===== src/design/cai_pkg.sv =====
// Package of the converter alarm interlock: APB map, field layout, reset values.
// Assumes a 32-bit APB slave on pclk; all registers are one aligned word.
package cai_pkg;

	localparam logic [7:0] CAI_OFS_CTRL = 8'h00;
	localparam logic [7:0] CAI_OFS_STATUS = 8'h04;
	localparam logic [7:0] CAI_OFS_CAUSE = 8'h08;

	// Control register fields
	localparam int CAI_CTRL_SW_LSB = 0;
	localparam int CAI_CTRL_SW_W = 4;
	localparam int CAI_CTRL_MULTI_BIT = 4;
	localparam int CAI_CTRL_FCLR_BIT = 5;
	localparam logic [3:0] CAI_SW_NO_CONTACTOR = 4'h1;
	localparam logic [3:0] CAI_CTRL_SW_RST = 4'h0;

	// Status register fields
	localparam int CAI_ST_CONV_ALARM = 0;
	localparam int CAI_ST_CONTACTOR = 1;
	localparam int CAI_ST_DRV_REPORT = 2;
	localparam int CAI_ST_FAULT_FLAG = 3;
	localparam int CAI_ST_NOT_READY = 4;
	localparam int CAI_ST_STATE_LSB = 5;

	// Fault-clear minimum hold time
	localparam int CAI_FCLR_MIN_MS = 100;
	localparam int CAI_CLK_MHZ = 250;
	localparam int CAI_FCLR_CYCLES = CAI_FCLR_MIN_MS * 1000 * CAI_CLK_MHZ;

	typedef enum logic [1:0] {
		CAI_IDLE = 2'b00,
		CAI_RUN = 2'b01,
		CAI_TRIP = 2'b11
	} cai_state_e;

	typedef struct packed {
		logic drive_start;
		logic servo_on;
		logic drive_alarm;
		logic conv_fault;
	} cai_in_s;

	typedef struct packed {
		logic alarm_contact_nc;
		logic alarm_contact_no;
		logic contactor_drive;
		logic drive_alarm_report;
		logic fault_flag_output;
		logic not_ready;
	} cai_out_s;

endpackage : cai_pkg


===== src/design/cai_hold_filter.sv =====
// Hold filter: pulses once when an input falls after a minimum high time.
// Assumes the input is synchronous to clk.
`timescale 1ns/1ps
module cai_hold_filter #(
	parameter int HOLD_CYCLES = 1000
) (
	input wire logic clk, // Clock
	input wire logic rst_n, // Asynchronous reset, active low
	input wire logic level, // Level to qualify
	output logic done // One-cycle pulse on a qualified release
);
	localparam int CW = $clog2(HOLD_CYCLES + 1);

	initial begin
		if (HOLD_CYCLES < 1) begin
			$error("HOLD_CYCLES must be at least 1");
		end
	end

	typedef struct packed {
		logic [CW-1:0] cnt;
		logic done;
	} cai_hold_s;

	cai_hold_s r;
	cai_hold_s next_r;

	always_comb begin
		next_r = r;
		next_r.done = 1'b0;
		if (level) begin
			if (r.cnt != CW'(HOLD_CYCLES)) begin
				next_r.cnt = r.cnt + CW'(1);
			end
		end else begin
			next_r.done = (r.cnt == CW'(HOLD_CYCLES));
			next_r.cnt = '0;
		end
	end

	always_ff @(posedge clk or negedge rst_n) begin
		if (!rst_n) begin
			r <= '0;
		end else begin
			r <= next_r;
		end
	end

	assign done = r.done;

endmodule : cai_hold_filter


===== src/design/cai_interlock.sv =====
// Converter alarm and contactor interlock sequencer with an APB register slave.
// Assumes all pins are synchronous to pclk; presetn models control power cycling.
`timescale 1ns/1ps
// Summary of operation
// - Alarm contact is changeover: fault opens NC pair and closes NO pair.
// - Alarm contact asserts whenever protection trips and power delivery stops.
// - Contactor output closes when drive unit issues a start command.
// - With contactor enabled, converter alarm opens contactor and stops drive.
// - Latched alarm clears only on power cycle or servo-on, cause removed.
// - Alarm during servo-off is not reported to the drive unit.
// - Alarm during servo-on is propagated; drive alarms and goes servo-off.
// - Main power applied only after start and with no alarm anywhere.
// - With contactor disabled, alarm forces servo-off but keeps main power.
// - Multi-axis alarm clears by power cycle or linked axis servo-on request.
// - Fault flag output is low whenever an alarm is present.
module cai_interlock
	import cai_pkg::*;
#(
	parameter int FCLR_CYCLES = CAI_FCLR_CYCLES
) (
	input wire logic pclk, // APB clock, 250 MHz
	input wire logic presetn, // Asynchronous reset, active low
	input wire logic psel, // APB select
	input wire logic penable, // APB enable
	input wire logic pwrite, // APB direction
	input wire logic [7:0] paddr, // APB byte address
	input wire logic [31:0] pwdata, // APB write data
	output logic [31:0] prdata, // APB read data
	output logic pready, // APB ready
	output logic pslverr, // APB error on unmapped address
	input wire cai_in_s link_in, // Drive unit and protection inputs
	input wire logic fault_clear_input, // Fault-clear pin, active high
	output cai_out_s link_out // Contact, contactor and flag outputs
);

	initial begin
		if (FCLR_CYCLES < 1) begin
			$error("FCLR_CYCLES must be at least 1");
		end
	end

	typedef struct packed {
		cai_state_e state;
		logic [CAI_CTRL_SW_W-1:0] setting_sw;
		logic multi_axis;
		logic fclr_sw;
		logic conv_alarm;
		logic servo_on_d;
		logic not_ready;
		logic [31:0] prdata;
		logic pready;
		logic pslverr;
		cai_out_s out;
	} cai_state_s;

	cai_state_s r;
	cai_state_s next_r;
	logic fclr_done;
	logic contactor_en;
	logic clear_req;
	logic any_alarm;
	logic [31:0] status_word;

	cai_hold_filter #(
		.HOLD_CYCLES(FCLR_CYCLES)
	) u_fclr (
		.clk(pclk),
		.rst_n(presetn),
		.level(fault_clear_input | r.fclr_sw),
		.done(fclr_done)
	);

	// Setting switch value 1 disables contactor drive
	assign contactor_en = (r.setting_sw != CAI_SW_NO_CONTACTOR);
	// Servo-on rising edge is the operation request; in multi-axis mode the
	// link input carries the coordinated axis only
	assign clear_req = link_in.servo_on & ~r.servo_on_d;
	assign any_alarm = r.conv_alarm | link_in.drive_alarm;

	always_comb begin
		status_word = '0;
		status_word[CAI_ST_CONV_ALARM] = r.conv_alarm;
		status_word[CAI_ST_CONTACTOR] = r.out.contactor_drive;
		status_word[CAI_ST_DRV_REPORT] = r.out.drive_alarm_report;
		status_word[CAI_ST_FAULT_FLAG] = r.out.fault_flag_output;
		status_word[CAI_ST_NOT_READY] = r.not_ready;
		status_word[CAI_ST_STATE_LSB +: 2] = r.state;
	end

	always_comb begin
		next_r = r;
		next_r.servo_on_d = link_in.servo_on;

		// Alarm latch: a trip wins over a clear in the same cycle
		if (link_in.conv_fault) begin
			next_r.conv_alarm = 1'b1;
		end else if (r.conv_alarm && clear_req) begin
			next_r.conv_alarm = 1'b0;
		end

		// Fault-clear after a qualified hold: not-ready when nothing to clear
		if (fclr_done && !any_alarm) begin
			next_r.not_ready = 1'b1;
		end else if (clear_req) begin
			next_r.not_ready = 1'b0;
		end

		unique case (r.state)
			CAI_IDLE: begin
				if (next_r.conv_alarm) begin
					next_r.state = CAI_TRIP;
				end else if (link_in.drive_start && !link_in.drive_alarm) begin
					next_r.state = CAI_RUN;
				end
			end
			CAI_RUN: begin
				if (next_r.conv_alarm) begin
					next_r.state = CAI_TRIP;
				end else if (!link_in.drive_start || link_in.drive_alarm) begin
					next_r.state = CAI_IDLE;
				end
			end
			CAI_TRIP: begin
				if (!next_r.conv_alarm) begin
					next_r.state = CAI_IDLE;
				end
			end
			default: begin
				next_r.state = CAI_IDLE;
			end
		endcase

		// Contactor closes only in RUN; with drive disabled it is left open
		next_r.out.contactor_drive = contactor_en && (next_r.state == CAI_RUN);
		// With contactor disabled the alarm is signalled but power stays with
		// the external sequence
		next_r.out.drive_alarm_report = next_r.conv_alarm && link_in.servo_on;
		next_r.out.alarm_contact_no = next_r.conv_alarm;
		next_r.out.alarm_contact_nc = ~next_r.conv_alarm;
		next_r.out.fault_flag_output = ~(next_r.conv_alarm | link_in.drive_alarm);
		next_r.out.not_ready = next_r.not_ready;

		// APB slave: zero wait states
		next_r.pready = 1'b0;
		next_r.pslverr = 1'b0;
		if (psel && !penable) begin
			next_r.pready = 1'b1;
			next_r.prdata = '0;
			unique case (paddr)
				CAI_OFS_CTRL: begin
					next_r.prdata[CAI_CTRL_SW_LSB +: CAI_CTRL_SW_W] = r.setting_sw;
					next_r.prdata[CAI_CTRL_MULTI_BIT] = r.multi_axis;
				end
				CAI_OFS_STATUS: begin
					next_r.prdata = status_word;
				end
				CAI_OFS_CAUSE: begin
					next_r.prdata[3:0] = link_in;
				end
				default: begin
					next_r.pslverr = 1'b1;
				end
			endcase
		end
		if (psel && penable && r.pready && pwrite && paddr == CAI_OFS_CTRL) begin
			next_r.setting_sw = pwdata[CAI_CTRL_SW_LSB +: CAI_CTRL_SW_W];
			next_r.multi_axis = pwdata[CAI_CTRL_MULTI_BIT];
			// Software fault-clear is a level that stands until written low
			next_r.fclr_sw = pwdata[CAI_CTRL_FCLR_BIT];
		end
	end

	always_ff @(posedge pclk or negedge presetn) begin
		if (!presetn) begin
			r <= '0;
			r.setting_sw <= CAI_CTRL_SW_RST;
			r.state <= CAI_IDLE;
			r.out.alarm_contact_nc <= 1'b1;
			r.out.fault_flag_output <= 1'b1;
		end else begin
			r <= next_r;
		end
	end

	assign prdata = r.prdata;
	assign pready = r.pready;
	assign pslverr = r.pslverr;
	assign link_out = r.out;

endmodule : cai_interlock


===== config.mk =====
export PLATFORM = sky130hd
export DESIGN_NAME = cai_interlock
export DESIGN_NICKNAME = d
export VERILOG_FILES = /design/src/design/cai_pkg.sv /design/src/design/cai_hold_filter.sv /design/src/design/cai_interlock.sv
export SDC_FILE = /design/constraint.sdc
export NUM_CORES = 1
export LEC_CHECK = 0
export ABC_AREA = 1
export BUFFER_PORTS_ARGS = -buffer_cell sky130_fd_sc_hd__buf_2
export CORE_ASPECT_RATIO = 1.4
export CORE_MARGIN = 10
export CORE_UTILIZATION = 50
export CTS_CLUSTER_SIZE = 20
export DETAILED_ROUTE_END_ITERATION = 8
export HOLD_SLACK_MARGIN = 0.02
export PLACE_DENSITY = 0.8
export SETUP_SLACK_MARGIN = 0.05
export SYNTH_ARGS = -nofsm -noshare
export SYNTH_HDL_FRONTEND = slang
export SYNTH_SLANG_ARGS = --single-unit

===== constraint.sdc =====
create_clock -name pclk -period 1.7 [get_ports pclk]
set_input_delay 0.085 -clock pclk [delete_from_list [all_inputs] [get_ports pclk]]
set_output_delay 0.085 -clock pclk [all_outputs]
set_load 0.02 [all_outputs]

==> results.sh <==
export IMPL_cp_slowest_cell="dfrtp_2"
export IMPL_path_cells="ha_2 > nand3_2 > clkinv_2 > nand2_4 > inv_2 > nand3_1 > nand2_1 > nor2_1"
export IMPL_die_h_um=111
export IMPL_io_pins=90
export IMPL_yosysWarningCount=0
export IMPL_crit_buf_inv=2
export IMPL_cts_buffers=5
export IMPL_busiest_layer="met2"
export IMPL_grt_use_total=0.144
export IMPL_firstDrtPassIters=4
export IMPL_power_leakage_nw=1.59
export IMPL_worstSetupEndpointType="flip-flop"
export IMPL_tightest_slew_ps=572
export IMPL_vias=2518
export IMPL_drive_gt1_frac=0.170
export IMPL_cp_slowest_stage_delay_ps=430
export IMPL_grt_pass1_vias=2512
export IMPL_relSlewSlack=0.619
export IMPL_min_period_ps=1460
export IMPL_synth_cells=406
export IMPL_dp_hpwl_um=5380
export IMPL_synthSimpleGateAreaFrac=0.371
export IMPL_die_w_um=85.3
export IMPL_port_buffers=38
export IMPL_ir_drop_mv=0.398
export IMPL_initial_core_util=0.513
export IMPL_fillers=566
export IMPL_root_buffer="clkbuf_8"
export IMPL_synth_top_area_frac=0.403
export IMPL_clk_latency_ps=310
export IMPL_yosys_top_cells_area="dfrtp_1, nand2_1, buf_4"
export IMPL_coreArea_mm2=0.00582
export IMPL_cts_buffer_depth=2
export IMPL_gp_congestion=0.909
export IMPL_syn2layout_area_growth_pct=9.48
export IMPL_synth_seq_cells=50
export IMPL_crit_family="simple AND/OR/NAND/NOR gates"
export IMPL_synth_area_mm2=0.00298
export IMPL_synth_top_family_by_area="simple AND/OR/NAND/NOR gates"
export IMPL_num_antenna_cells=0
export IMPL_cp_arrival_ps=1660
export IMPL_ant_nets=0
export IMPL_yosysUniqueCellTypes=34
export IMPL_routed_via_density=4.86
export IMPL_yosysSeqAreaShare=0.420
export IMPL_cts_sinks=50
export IMPL_finClkSkew_ps=6.47
export IMPL_synth_mux_area_frac=0
export IMPL_whs_ps=29.9
export IMPL_grt_use_met1=0.152
export IMPL_grt_use_met3=0.0379
export IMPL_synth_xor_area_share=0.0117
export IMPL_grt_pass1_wl_um=11600
export IMPL_rsz0062_at_grt="false"
export IMPL_setup_viol_count_final=0
export IMPL_routed_wl_um=6830
export IMPL_grt_max_degree=27
export IMPL_hold_path_class="in2reg"
export IMPL_cp_start_kind="flip-flop"
export IMPL_nNetsFinal=500
export IMPL_wl_per_cell_um=13.2
export IMPL_fin_setup_tns_ps=0
export IMPL_drt_initial_drc_count=116
export IMPL_hold_viol=0
export IMPL_grt_antenna_before_repair=0
export IMPL_cp_max_fo=5
export IMPL_h_tree_depth=2
export IMPL_cts_tree="built"
export IMPL_avgSynthCellArea_um2=7.35
export IMPL_crit_type="reg2reg"
export IMPL_synth_compound_area_share=0.0403
export IMPL_worstPathRequired_ps=1900
export IMPL_synth_adder_area_share=0.00839
export IMPL_maxCapViolCount=0
export IMPL_yosys_area_top_type="dfrtp_1"
export IMPL_powerDensity_mw_per_mm2=665
export IMPL_rows=33
export IMPL_status="completed"
export IMPL_drc=0
export IMPL_min_period_over_period=0.858
export IMPL_fmax_ghz=0.685
export IMPL_gr_total_overflow=0
export IMPL_die_area_mm2=0.00950
export IMPL_path_clk_slew_ps=90
export IMPL_drv_slew=0
export IMPL_use_met2=0.264
-- state kept, by name, indices dropped and copies added (netlist names) --
signal,flops
u_fclr.r,25
r,9
prdata,7
link_out,6
pready,1
pslverr,1
u_fclr.done,1
-- layout by cell type (no fill, tap or decap), types with 3 or more instances in the layout --
master | synthesis | routed
nor2_1 | 76 | 76
o21ai_0 | 6 | 6
nand4_1 | 6 | 6
inv_1 | 34 | 34
clkbuf_8 | 0 | 5
dfrtp_1 | 48 | 46
nor3_1 | 7 | 7
nand2_1 | 114 | 114
conb_1 | 1 | 25
nor2_4 | 3 | 3
buf_2 | 2 | 38
xor2_1 | 3 | 3
a21oi_1 | 6 | 6
nand2_2 | 3 | 3
buf_4 | 38 | 6
dlygate4sd3_1 | 0 | 8
o21ai_1 | 4 | 4
nor2_2 | 5 | 5
nand3_1 | 29 | 29
-- power breakdown --
group	internal, W	switching, W	total, W
registers	0.00122	0.0000230	0.00124
clock network	0.000282	0.000403	0.000684
logic	0.0000723	0.000171	0.000243
-- kinds of logic after synthesis --
logic type,Yosys count
and+or+nand+nor,250
buffers and inverters,78
DFF,50
AOI/OAI and AO/OA,21
xor gates and xnor gates,4
adders and majority gates,2
other,1
-- worst paths after layout --
kind	start	endpoint	slack [ps]	cells after the start
worst min-delay path	pwdata[2]	r[47]$_DFFE_PN0P_	30	3
worst max register to register	u_fclr.r[1]$_DFFE_PN0P_	u_fclr.r[25]$_DFFE_PN0P_	240	8
max in group asynchronous	presetn	link_out[1]$_DFF_PN1_	730	3
worst max-delay path	u_fclr.r[1]$_DFFE_PN0P_	u_fclr.r[25]$_DFFE_PN0P_	240	8
worst min register to register	prdata[0]$_DFFE_PN0P_	prdata[0]$_DFFE_PN0P_	480	2
min in group asynchronous	presetn	prdata[6]$_DFFE_PN0P_	290	2
-- Yosys cell counts (all sizes together) --
| cell | number |
|---|---|
| a211oi | 1 |
| a21oi | 6 |
| a31oi | 1 |
| buf | 40 |
| clkbuf | 1 |
| clkinv | 2 |
| conb | 1 |
| dfrtp | 48 |
| dfstp | 2 |
| ha | 2 |
| inv | 35 |
| nand2 | 118 |
| nand3 | 33 |
| nand4 | 6 |
| nor2 | 85 |
| nor3 | 7 |
| nor4 | 1 |
| o21ai | 10 |
| o21bai | 2 |
| o31ai | 1 |
| xnor2 | 1 |
| xor2 | 3 |
-- stage by stage --
step	util	power (W)	instances	worst slack (ps)	area [µm²]
4_1_cts	0.560	0.00220	518	142	3260
5_1_grt	0.561	0.00226	518	59.9	3270
3_3_place_gp	0.532	0.00149	503	225	3100
6_report	0.561	0.00217	518	241	3270
2_1_floorplan	-	0.00145	430	372	3070
3_5_place_dp	0.532	0.00149	503	176	3100
-- area by class of cell --
cell class	count	area, µm²	area share
sequential	50	1260	0.385
timing repair buffer	52	315	0.0965
tap	70	87.6	0.0268
inverter	37	140	0.0429
multi-input combinational	302	1380	0.424
clock inverter	2	15.0	0.00460
clock buffer	5	68.8	0.0211
-- worst reg2reg max path: cells and delay by family, from the launching register on --
family / cells / cell delay, ps
adder cells (fa/ha/maj): 1 / 250
buffers and inverters: 2 / 220
flip-flops: 1 / 430
AND/OR/NAND/NOR: 5 / 440
-- per-layer routing --
| metal | vias to the layer above | part of all wire |
|---|---|---|
| met5 | - | 0 |
| met4 | 0 | 0.023 |
| met3 | 14 | 0.063 |
| met2 | 68 | 0.53 |
| met1 | 1151 | 0.39 |
| li1 | 1285 | - |
-- timing repair --
action,4_1_cts,5_1_grt
setup buffers,0,0
resized for setup,0,3
hold buffers,8,0
setup endpoints to repair,0,6
endpoints found under the hold margin,30,0
Power figures use the tool's default switching activity.
